### src/verilog/scms_pkg.sv
// Purpose: shared constants, types and spread decoding for the clock select block
// Assumes: registers reached over APB with 32-bit words and 12-bit byte addresses
// Notes: deviation unit is 0.125 %; the ramp position is scaled by 256

package scms_pkg;

	// widths of the strap groups, the excursions, the ramp output and the register address
	localparam int MULT_W   = 3;
	localparam int SPREAD_W = 4;
	localparam int RATE_W   = 2;
	localparam int DEV_W    = 5;
	localparam int TRI_W    = 16;
	localparam int ADDR_W   = 12;

	// modulation period: one full triangle every 512 reference edges
	localparam int TRI_PERIOD = 512;
	localparam int TRI_CNT_W  = $clog2(TRI_PERIOD);

	// deviation units per unit ratio (0.125 % steps), times ramp scale 256
	localparam int DEV_UNITS_PER_ONE = 800;
	localparam int RAMP_SCALE        = 256;
	localparam int DEV_DEN           = DEV_UNITS_PER_ONE * RAMP_SCALE;

	// strap code for spread off, and the settle count before rate capture
	localparam logic [SPREAD_W-1:0] SPREAD_OFF = 4'hf;
	localparam logic [1:0]          CAPTURE_WAIT = 2'h3;

	// register byte addresses
	localparam logic [ADDR_W-1:0] ADDR_STATUS   = 12'h000;
	localparam logic [ADDR_W-1:0] ADDR_SPREAD   = 12'h004;
	localparam logic [ADDR_W-1:0] ADDR_BASE_INC = 12'h008;
	localparam logic [ADDR_W-1:0] ADDR_CTRL     = 12'h00c;
	localparam logic [ADDR_W-1:0] ADDR_INC_NOW  = 12'h010;

	// status field positions
	localparam int ST_LATCHED = 0;
	localparam int ST_RATE    = 1;
	localparam int ST_MULT    = 3;
	localparam int ST_SPREAD  = 6;
	localparam int ST_OE      = 10;
	// spread field positions
	localparam int SP_UP   = 0;
	localparam int SP_DN   = 8;
	localparam int SP_KIND = 16;
	// control field positions
	localparam int CTRL_RUN       = 0;
	localparam int CTRL_SPREAD_EN = 1;

	// reset values
	localparam logic [31:0] BASE_INC_RST = 32'h1000_0000;
	localparam logic [1:0]  CTRL_RST     = 2'h3;

	typedef enum logic [3:0] {
		SCMS_OFF    = 4'h1,
		SCMS_CENTER = 4'h2,
		SCMS_DOWN   = 4'h4,
		SCMS_ASYM   = 4'h8
	} scms_kind_e;

	typedef enum logic [1:0] {
		SCMS_CAP_WAIT = 2'h1,
		SCMS_CAP_RUN  = 2'h2
	} scms_cap_e;

	typedef struct packed {
		logic [MULT_W-1:0]   mult;
		logic [SPREAD_W-1:0] spread;
		logic [RATE_W-1:0]   rate;
		logic                oe;
		logic                refc;
	} scms_sel_s;

	typedef struct packed {
		scms_kind_e       kind;
		logic [DEV_W-1:0] up;
		logic [DEV_W-1:0] dn;
	} scms_spread_s;

	// strap decode: total excursion 2*(code+1) units, upper part cut by a knee of 4 per
	// zero rate weight; knee zero gives center, knee at or above half gives pure down
	function automatic scms_spread_s scms_decode(input logic [RATE_W-1:0] rate,
		input logic [SPREAD_W-1:0] sc);
		scms_spread_s     r;
		logic [DEV_W-1:0] half;
		logic [DEV_W-1:0] knee;
		logic [DEV_W-1:0] tot;
		half   = {1'b0, sc} + 5'h01;
		knee   = {1'b0, ~rate, 2'b00};
		tot    = {half[DEV_W-2:0], 1'b0};
		r.kind = SCMS_OFF;
		r.up   = '0;
		r.dn   = '0;
		if (sc != SPREAD_OFF)
		begin
			r.up = (half > knee) ? half - knee : '0;
			r.dn = tot - r.up;
			if (r.up == r.dn)
				r.kind = SCMS_CENTER;
			else if (r.up == '0)
				r.kind = SCMS_DOWN;
			else
				r.kind = SCMS_ASYM;
		end
		return r;
	endfunction

endpackage

### src/verilog/scms_tri.sv
// Purpose: triangle modulation profile stepped by reference clock edges
// Assumes: step is a one-cycle pulse per reference rising edge
// Notes: output in units of 0.125 % / 256, from -dn up to near +up and back
`timescale 1ns/1ns

module scms_tri
	import scms_pkg::*;
(
	input  wire logic                    ref_clk, // system clock
	input  wire logic                    resetn,  // async reset, active low
	input  wire logic                    step,    // reference edge pulse
	input  wire logic [DEV_W-1:0]        up,      // upper excursion
	input  wire logic [DEV_W-1:0]        dn,      // lower excursion
	output logic signed [TRI_W-1:0]      dev      // current deviation
);

	typedef struct packed {
		logic [TRI_CNT_W-1:0] cnt;
		logic [TRI_W-1:0]     dev;
	} scms_tri_s;

	scms_tri_s q;
	scms_tri_s d;
	logic [7:0]  pos;
	logic [DEV_W:0] tot;
	logic [12:0] prod;
	logic [12:0] base;

	// first half of the period ramps up, second half ramps down
	always_comb
	begin
		d     = q;
		pos   = q.cnt[TRI_CNT_W-1] ? ~q.cnt[7:0] : q.cnt[7:0];
		tot   = {1'b0, up} + {1'b0, dn};
		prod  = 13'(pos * tot);
		base  = {dn, 8'h00};
		d.dev = TRI_W'($signed({3'b000, prod}) - $signed({3'b000, base}));
		if (step)
			d.cnt = q.cnt + 1'b1;
	end

	always_ff @(posedge ref_clk or negedge resetn)
	begin
		if (!resetn)
			q <= '0;
		else
			q <= d;
	end

	assign dev = $signed(q.dev);

endmodule

### src/verilog/scms_nco.sv
// Purpose: phase accumulator that turns a frequency word into a clock
// Assumes: inc is a fraction of the system clock rate, full scale 2^32
// Notes: output is the accumulator top bit, so it carries system clock jitter
`timescale 1ns/1ns

module scms_nco
	import scms_pkg::*;
(
	input  wire logic        ref_clk, // system clock
	input  wire logic        resetn,  // async reset, active low
	input  wire logic        run,     // advance the phase
	input  wire logic [31:0] inc,     // phase step per cycle
	output logic             clk_out  // synthesized clock
);

	typedef struct packed {
		logic [31:0] acc;
	} scms_nco_s;

	scms_nco_s q;
	scms_nco_s d;

	// hold phase while stopped so restart does not glitch
	always_comb
	begin
		d = q;
		if (run)
			d.acc = q.acc + inc;
	end

	always_ff @(posedge ref_clk or negedge resetn)
	begin
		if (!resetn)
			q <= '0;
		else
			q <= d;
	end

	assign clk_out = q.acc[31];

endmodule

### src/verilog/scms_top.sv
// Purpose: strap decode, power-up rate capture, pin reuse and clock synthesis
// Assumes: all strap pins and the reference clock are asynchronous to ref_clk
// Notes: the synthesized clock is a digital model of the multiplied, spread output
//
// The implementer's own choices: the placing of the registers and the APB interface to the registers.
`timescale 1ns/1ns

// Notes on behaviour
// [RULE1] The three multiplier strap bits form a binary code n and the output runs at (n+1) times the reference.
// [RULE2] The output is first multiplied by the chosen factor 1X to 8X and then the chosen spread is applied.
// [RULE3] The two rate bits are caught once at power-up and held; later pin levels are ignored.
// [RULE4] After the first rate bit is caught its pin becomes the crystal drive.
// [RULE5] After the second rate bit is caught its pin drives a buffered copy of the reference clock.
// [RULE6] A low output enable puts all clock outputs in high impedance, a high one drives them; the code leaves crystal_drive driven regardless.
// [RULE7] Any selection input left open reads as one, so an open device selects all ones.
// [RULE8] Spread code all ones turns modulation off whatever the rate bits hold.
// [RULE9] With both rate bits one the spread is centred, plus or minus 0.125 % per step up to 1.875 %.
// [RULE10] Some rate and code pairs give pure down spread of 1, 2 or 3 %, most others asymmetric spread.
// [RULE11] The board holds each selection static and has the rate levels valid at power-up.
// [RULE12] Rate capture happens once after reset release; the other selections are sampled continuously.
module scms_top
	import scms_pkg::*;
(
	input  wire logic              ref_clk,                // system clock, 125 MHz
	input  wire logic              resetn,                 // power-on reset, active low
	// register bus, zero wait states
	input  wire logic [ADDR_W-1:0] paddr,                  // apb address
	input  wire logic              psel,                   // apb select
	input  wire logic              penable,                // apb access phase
	input  wire logic              pwrite,                 // apb write
	input  wire logic [31:0]       pwdata,                 // apb write data
	input  wire logic [3:0]        pstrb,                  // apb byte strobes
	output logic [31:0]            prdata,                 // apb read data
	output logic                   pready,                 // apb ready
	output logic                   pslverr,                // apb error

	// strap pins, static levels from the board
	input  wire logic              mult_sel_bit0,          // multiplier strap bit 0
	input  wire logic              mult_sel_bit1,          // multiplier strap bit 1
	input  wire logic              mult_sel_bit2,          // multiplier strap bit 2
	input  wire logic              spread_sel_bit0,        // spread strap bit 0
	input  wire logic              spread_sel_bit1,        // spread strap bit 1
	input  wire logic              spread_sel_bit2,        // spread strap bit 2
	input  wire logic              spread_sel_bit3,        // spread strap bit 3

	// enable and reference, both asynchronous
	input  wire logic              output_enable,          // clock output enable
	input  wire logic              reference_clock_in,     // reference clock pin

	// shared pins: strap input first, then the output side
	input  wire logic              rate_sel_bit0,          // shared pin, input side
	output logic                   crystal_drive,          // shared pin, output side
	output logic                   crystal_drive_oe,       // shared pin driven
	input  wire logic              rate_sel_bit1,          // shared pin, input side
	output logic                   ref_buf_out,            // shared pin, buffered ref
	output logic                   ref_buf_oe,             // shared pin driven

	// synthesized clock
	output logic                   modulated_clock_out,    // synthesized clock
	output logic                   modulated_clock_out_oe  // synthesized clock driven
);

	// open pins are pulled high, so the synchronisers start from all ones except the reference level, which starts low
	localparam scms_sel_s SEL_RST = '{
		mult:   '1,
		spread: '1,
		rate:   '1,
		oe:     1'b1,
		refc:   1'b0
	};

	typedef struct packed {
		scms_sel_s        sel_m;    // first synchroniser stage
		scms_sel_s        sel;      // second synchroniser stage
		logic             ref_p;    // previous reference level
		scms_cap_e        cap;      // capture state
		logic [1:0]       wait_cnt; // settle count before capture
		logic [RATE_W-1:0] rate_lat; // captured rate bits
		logic [31:0]      base_inc; // phase step of one reference
		logic [1:0]       ctrl;     // run and spread enable
		logic [31:0]      inc;      // current phase step
		logic [31:0]      rdata;    // apb read data
		logic             err;      // apb error
		logic             xtal;     // crystal drive level
		logic             refb;     // buffered reference level
	} scms_top_s;

	localparam scms_top_s TOP_RST = '{
		sel_m:    SEL_RST,
		sel:      SEL_RST,
		ref_p:    1'b0,
		cap:      SCMS_CAP_WAIT,
		wait_cnt: 2'h0,
		rate_lat: 2'h3,
		base_inc: BASE_INC_RST,
		ctrl:     CTRL_RST,
		inc:      32'h0000_0000,
		rdata:    32'h0000_0000,
		err:      1'b0,
		xtal:     1'b0,
		refb:     1'b0
	};

	// state and its next value
	scms_top_s          q;
	scms_top_s          d;

	// raw pin bundle, before synchronisation
	scms_sel_s          pins;

	// spread setting from straps, and after the software override
	scms_spread_s       strap_cfg;
	scms_spread_s       mod_cfg;

	// capture and bus decode
	logic               ref_rise;
	logic               latched;
	logic               wr_en;
	logic               rd_setup;

	// frequency word path: multiply first, then add the spread offset
	logic [3:0]         factor;
	logic [35:0]        mult_prod;
	logic [31:0]        mult_inc;
	logic signed [TRI_W-1:0] dev;
	logic signed [48:0] dev_prod;
	logic signed [48:0] dev_off;

	// synthesized clock before the pin
	logic               nco_clk;

	// byte-lane merge for writable words
	function automatic logic [31:0] strb_merge(input logic [31:0] old,
		input logic [31:0] wdata, input logic [3:0] strb);
		logic [31:0] r;
		r = old;
		for (int i = 0; i < 4; i++)
		begin
			if (strb[i])
				r[8*i +: 8] = wdata[8*i +: 8];
		end
		return r;
	endfunction

	// gather loose pins; the shared rate pins are read only while undriven
	always_comb
	begin
		pins.mult   = {mult_sel_bit2, mult_sel_bit1, mult_sel_bit0};
		pins.spread = {spread_sel_bit3, spread_sel_bit2, spread_sel_bit1, spread_sel_bit0};
		pins.rate   = {rate_sel_bit1, rate_sel_bit0};
		pins.oe     = output_enable;
		pins.refc   = reference_clock_in;
	end

	assign ref_rise = q.sel.refc & ~q.ref_p;
	assign latched  = (q.cap == SCMS_CAP_RUN);
	assign wr_en    = psel & penable & pwrite;
	assign rd_setup = psel & ~penable;

	// [RULE8] spread off code
	// [RULE9] center spread steps
	// [RULE10] down and asymmetric
	assign strap_cfg = scms_decode(q.rate_lat, q.sel.spread);

	// software can force spread off without touching the straps
	always_comb
	begin
		mod_cfg = strap_cfg;
		if (!q.ctrl[CTRL_SPREAD_EN])
		begin
			mod_cfg.kind = SCMS_OFF;
			mod_cfg.up   = '0;
			mod_cfg.dn   = '0;
		end
	end

	// [RULE1] binary multiplier code
	assign factor    = {1'b0, q.sel.mult} + 4'h1;
	assign mult_prod = q.base_inc * factor;
	assign mult_inc  = mult_prod[31:0];

	// [RULE2] spread applied after multiply
	assign dev_prod = $signed({17'h0_0000, mult_inc}) * dev;
	assign dev_off  = dev_prod / $signed(49'(DEV_DEN));

	// state update
	always_comb
	begin
		d = q;

		// two stages on every pin before anything looks at it
		d.sel_m = pins;
		d.sel   = q.sel_m;
		d.ref_p = q.sel.refc;

		// [RULE3] one-time capture
		// [RULE12] capture after release
		case (q.cap)
			// wait for the synchronisers to fill before trusting the pins
			SCMS_CAP_WAIT:
			begin
				if (q.wait_cnt == CAPTURE_WAIT)
				begin
					d.rate_lat = q.sel.rate;
					d.cap      = SCMS_CAP_RUN;
				end
				else
				begin
					d.wait_cnt = q.wait_cnt + 2'h1;
				end
			end

			// latched for good; the rate pins are outputs from here on
			SCMS_CAP_RUN:
			begin
				d.cap = SCMS_CAP_RUN;
			end

			// an upset code restarts the capture rather than lock up
			default:
			begin
				d.cap = SCMS_CAP_WAIT;
			end
		endcase

		// [RULE4] crystal drive reuse
		d.xtal = ~q.sel.refc;
		// [RULE5] buffered reference copy
		d.refb = q.sel.refc;

		// pipeline the frequency word to keep the divider off the output path
		d.inc = mult_inc + dev_off[31:0];

		// register writes land in the access cycle
		if (wr_en)
		begin
			if (paddr == ADDR_BASE_INC)
				d.base_inc = strb_merge(q.base_inc, pwdata, pstrb);
			else if (paddr == ADDR_CTRL)
			begin
				// only the low byte carries control bits
				if (pstrb[0])
					d.ctrl = pwdata[1:0];
			end
			// other offsets are read only or unmapped: writes are dropped
		end

		// read data and error are set up one cycle ahead of the access phase
		if (rd_setup)
		begin
			d.rdata = 32'h0000_0000;
			d.err   = 1'b0;

			// capture flag, latched rate, live straps and enable
			if (paddr == ADDR_STATUS)
			begin
				d.rdata[ST_LATCHED]             = latched;
				d.rdata[ST_RATE +: RATE_W]      = q.rate_lat;
				d.rdata[ST_MULT +: MULT_W]      = q.sel.mult;
				d.rdata[ST_SPREAD +: SPREAD_W]  = q.sel.spread;
				d.rdata[ST_OE]                  = q.sel.oe;
			end

			// excursions as applied, after the software override
			else if (paddr == ADDR_SPREAD)
			begin
				d.rdata[SP_UP +: DEV_W] = mod_cfg.up;
				d.rdata[SP_DN +: DEV_W] = mod_cfg.dn;
				d.rdata[SP_KIND +: 4]   = mod_cfg.kind;
			end
			else if (paddr == ADDR_BASE_INC)
			begin
				d.rdata = q.base_inc;
			end
			else if (paddr == ADDR_CTRL)
			begin
				d.rdata[1:0] = q.ctrl;
			end

			// live step, moves with the modulation
			else if (paddr == ADDR_INC_NOW)
			begin
				d.rdata = q.inc;
			end

			// unmapped: flag an error, read data stays zero
			else
			begin
				d.err = 1'b1;
			end
		end
	end

	// [RULE7] open pins read high
	always_ff @(posedge ref_clk or negedge resetn)
	begin
		if (!resetn)
			q <= TOP_RST;
		else
			q <= d;
	end

	// modulation profile, stepped once per reference edge
	scms_tri u_tri (
		.ref_clk (ref_clk),
		.resetn  (resetn),
		.step    (ref_rise),
		.up      (mod_cfg.up),
		.dn      (mod_cfg.dn),
		.dev     (dev)
	);

	// the synthesized clock only starts once the rate bits are fixed
	scms_nco u_nco (
		.ref_clk (ref_clk),
		.resetn  (resetn),
		.run     (q.ctrl[CTRL_RUN] & latched),
		.inc     (q.inc),
		.clk_out (nco_clk)
	);

	// apb answers with zero wait states; read data was loaded in the setup cycle,
	// so the output path carries no decode logic

	assign pready  = psel & penable;
	assign prdata  = q.rdata;
	assign pslverr = q.err & psel & penable;

	// [RULE4] pin turns to output
	// the oscillator keeps running with outputs off, so this pin ignores enable

	assign crystal_drive    = q.xtal;
	assign crystal_drive_oe = latched;

	// [RULE5] reference out after capture
	// [RULE6] enable gates clock outputs
	assign ref_buf_out            = q.refb;
	assign ref_buf_oe             = latched & q.sel.oe;
	assign modulated_clock_out    = nco_clk;
	assign modulated_clock_out_oe = q.sel.oe;

endmodule

### config.mk
export PLATFORM = sky130hd
export DESIGN_NAME = scms_top
export DESIGN_NICKNAME = d
export VERILOG_FILES = /design/src/verilog/scms_pkg.sv /design/src/verilog/scms_tri.sv /design/src/verilog/scms_nco.sv /design/src/verilog/scms_top.sv
export SDC_FILE = /design/constraint.sdc
export NUM_CORES = 2
export LEC_CHECK = 0
export BUFFER_PORTS_ARGS = -buffer_cell sky130_fd_sc_hd__buf_2
export CAP_MARGIN = 20
export CELL_PAD_IN_SITES_DETAIL_PLACEMENT = 1
export CELL_PAD_IN_SITES_GLOBAL_PLACEMENT = 1
export CORE_UTILIZATION = 45
export DETAILED_ROUTE_END_ITERATION = 6
export GPL_TIMING_DRIVEN = 0
export MAX_ROUTING_LAYER = met4
export PLACE_DENSITY = 0.76
export SLEW_MARGIN = 30
export SYNTH_ARGS = -nofsm -noshare
export SYNTH_HDL_FRONTEND = slang
export SYNTH_SLANG_ARGS = --single-unit
### constraint.sdc
create_clock -name ref_clk -period 32.6 [get_ports ref_clk]
set_input_delay 8.15 -clock ref_clk [delete_from_list [all_inputs] [get_ports ref_clk]]
set_output_delay 8.15 -clock ref_clk [all_outputs]
set_load 0.01 [all_outputs]
==> impl_metrics.json <==
{
  "result_of_the_run": "finished, violations left",
  "violations": "design-rule violations, negative setup slack",
  "arrival_ps": 37550,
  "final_nets": 5910,
  "clock_tree.root_cell": "sky130_fd_sc_hd__clkbuf_16",
  "crit_path_frequent_cell": "sky130_fd_sc_hd__buf_4",
  "die_height_um": 295.3,
  "gp_congestion": 0.9524,
  "dieWidth_um": 295.3,
  "synthMostInstantiatedCell": "sky130_fd_sc_hd__inv_1",
  "fmax_mhz": 26.91,
  "io_buffers": 103,
  "synth.avg_cell_area_um2": 8.486,
  "layout.cells.non_filler": 6288,
  "netlist.area_leader.share": 0.2264,
  "synth_top_flop_cell": "sky130_fd_sc_hd__dfrtp_1",
  "timing.rr.end": "q[59]",
  "grt_max_degree": 65,
  "relSlewSlack": 0.2832,
  "crit_slowest_cell": "sky130_fd_sc_hd__dfstp_2",
  "grt_antenna_before_repair": 5,
  "timing_hold_violations_final": 0,
  "layout_worst_path_cycle_share": 1.140,
  "hold_depth": 0,
  "async_reset_ff_frac": 1.000,
  "cp.required_ps": 32990,
  "clock-skew-final_ps": 16.36,
  "place_hpwl_um": 110800,
  "setup.reg_to_reg.worst_slack_ps": -4560,
  "finalSetupViolCount": 29,
  "synth.yosys.seq_area_share": 0.1191,
  "post_synth_main_area_contributors": "sky130_fd_sc_hd__fa_1, sky130_fd_sc_hd__dfrtp_1, sky130_fd_sc_hd__ha_1, sky130_fd_sc_hd__inv_1, sky130_fd_sc_hd__nand2_1",
  "slew_at_the_pin_closest_to_its_max_slew_limit_ps": 1075,
  "floorplan.rows": 107,
  "num_io_pins": 104,
  "wl_per_cell_um": 25.64,
  "drtAntennaViolNets": 0,
  "die_area_um2": 87230,
  "drc": 1,
  "overflow": 0,
  "placedCellCount": 5842,
  "finalWirelength_um": 161200,
  "via_count_of_the_first_global_routing_pass": 41081,
  "clock_tree.buffer_depth": 2,
  "yosysTopAreaCell": "sky130_fd_sc_hd__fa_1",
  "cts_tree": "yes",
  "hold_path_startpoint": "d[109]",
  "post_route_cells_drive_above_1_share": 0.2566,
  "cts-hold-fix-buffers": 0,
  "min_path_type": "reg2reg",
  "clkSlewWorstSetupHoldPaths_ps": 90,
  "endpoint_kind": "flip-flop",
  "initial_utilization": 0.4548,
  "cap_viol_max_count": 0,
  "rsz0062_at_grt": "yes",
  "vias": 38166,
  "clk_latency_ps": 480,
  "timing.rr.start": "q[116]",
  "synth_enable_flop_cells": 0,
  "synth.ff_latch_count": 183,
  "worst_r2r_path_depth": 170,
  "first_pass_iters": 7,
  "clock_tree.htree_level_count": 4,
  "yosysWarnings": 0,
  "synth.cell_area_um2": 38720,
  "critical_path_class": "reg2reg",
  "synth_top_cells_by_count": "sky130_fd_sc_hd__inv_1, sky130_fd_sc_hd__nand2_1, sky130_fd_sc_hd__fa_1",
  "hold_end": "modulated_clock_out_oe",
  "post-place-ws_ps": -7594,
  "placeableCoreArea_um2": 85150,
  "tritoncts.num_buffers": 17,
  "slowest_delay_ps": 620,
  "wire_length_of_the_first_global_routing_pass_um": 238900,
  "critical_path_maximum_fanout": 10,
  "postSynthCellCount": 4563,
  "detailedRoute.firstIterationViolations": 2560,
  "post-route-min-period_ps": 37160,
  "grt.total_usage": 0.3659,
  "timing.final.ws_setup_ps": -4561,
  "cts.sink_count": 183,
  "netlist-cell-type-count": 160,
  "avg_vias_per_cell": 6.070,
  "worst_setup_path_start_kind": "flip-flop",
  "final-max-slew-violation-count": 0,
  "setup_total_negative_slack_ps": -77180,
  "area_growth_syn_to_layout_pct": 25.79
}
==> sequential cells by signal, indices dropped and copies added, names as in the netlist <==
register,flops
modulated_clock_out_oe,1
d,12
crystal_drive,1
q,82
u_nco.q,32
u_tri.dev,13
u_tri.q,9
ref_buf_out,1
prdata,32
==> worst max-delay path by stage <==
stage	to	depth (start not counted)	startpoint
after floorplan	q[66]	167	q[116]
after global placement	q[66]	158	q[116]
after detailed placement	q[66]	164	q[116]
after CTS	q[66]	177	q[116]
after global routing	q[65]	181	q[116]
final	q[59]	170	q[116]
==> critical path: cells and delay by family (launching register included) <==
family	cells	cell delay [ps]
simple gates	22	5300
mux	5	970
xor+xnor	5	860
buf+inv	41	5600
flops	1	620
fa+ha+maj	16	6770
compound gates	81	16850
==> per-stage QoR <==
stage / util / area (um2) / hold slack, ps
2_1_floorplan: - / 39430 / 331.2
4_1_cts: 0.5578 / 47490 / 359.2
6_report: 0.5721 / 48710 / 356.5
3_5_place_dp: 0.4872 / 41480 / 349.4
3_3_place_gp: 0.4859 / 41370 / 346.5
5_1_grt: 0.5719 / 48700 / 360.4
==> layer usage <==
metal | vias to the layer above | global-route usage | part of all wire
li1 | 16427 | - | -
met1 | 19389 | 0.4219 | 0.38
met2 | 1725 | 0.6126 | 0.48
met3 | 625 | 0.05120 | 0.063
met4 | 0 | 0.2031 | 0.073
met5 | - | - | 0
==> placed cells by master (no fill, tap or decap), types with 36 or more instances in the layout <==
| cell type | synthesis | routed |
|---|---|---|
| sky130_fd_sc_hd__a21o_1 | 61 | 59 |
| sky130_fd_sc_hd__a21oi_1 | 226 | 153 |
| sky130_fd_sc_hd__a21oi_2 | 6 | 64 |
| sky130_fd_sc_hd__and2_1 | 281 | 268 |
| sky130_fd_sc_hd__buf_2 | 22 | 113 |
| sky130_fd_sc_hd__buf_4 | 53 | 419 |
| sky130_fd_sc_hd__buf_6 | 9 | 67 |
| sky130_fd_sc_hd__clkbuf_1 | 132 | 91 |
| sky130_fd_sc_hd__dfrtp_1 | 157 | 157 |
| sky130_fd_sc_hd__fa_1 | 438 | 434 |
| sky130_fd_sc_hd__ha_1 | 284 | 267 |
| sky130_fd_sc_hd__inv_1 | 601 | 594 |
| sky130_fd_sc_hd__mux2_2 | 50 | 46 |
| sky130_fd_sc_hd__nand2_1 | 504 | 484 |
| sky130_fd_sc_hd__nand2b_1 | 51 | 50 |
| sky130_fd_sc_hd__nand3_1 | 54 | 49 |
| sky130_fd_sc_hd__nor2_1 | 195 | 176 |
| sky130_fd_sc_hd__nor2b_1 | 54 | 54 |
| sky130_fd_sc_hd__nor3_1 | 60 | 42 |
| sky130_fd_sc_hd__o21ai_0 | 155 | 132 |
| sky130_fd_sc_hd__o21ai_1 | 33 | 36 |
| sky130_fd_sc_hd__o21bai_1 | 78 | 64 |
| sky130_fd_sc_hd__xnor2_1 | 193 | 144 |
| sky130_fd_sc_hd__xor2_1 | 84 | 57 |
==> kinds of logic after synthesis <==
| family | Yosys count | synth area share |
|---|---|---|
| DFF | 183 | 0.1191 |
| AOI/OAI and AO/OA | 1013 | 0.1874 |
| and+or+nand+nor | 1432 | 0.1908 |
| muxes | 85 | 0.02439 |
| xor gates and xnor gates | 287 | 0.06714 |
| other | 2 | 0.0001939 |
| adders and majority gates | 734 | 0.3214 |
| buffers and inverters | 827 | 0.08953 |
==> cell type report <==
class	instances	area [um2]
Tap cell	1144	1431
Clock inverter	14	171.4
Sequential cell	183	4612
Timing Repair Buffer	525	3951
Multi-Input combinational cell	3584	34320
Inverter	602	2260
Buffer	211	1508
Clock buffer	18	439.2
Antenna cell	7	17.52
Fill cell	9855	36430
==> what timing repair did <==
| item | in CTS | in global routing |
|---|---|---|
| endpoints found under the hold margin | 0 | 0 |
| gates cloned | 3 | 0 |
| pin swaps | 307 | 136 |
| setup endpoints to repair | 32 | 32 |
| gates resized for setup | 522 | 120 |
| setup buffers | 360 | 72 |
Power is left out: the tool's default activity adds up to more than one toggle a clock period on the data nets, which glitch-free logic cannot reach.
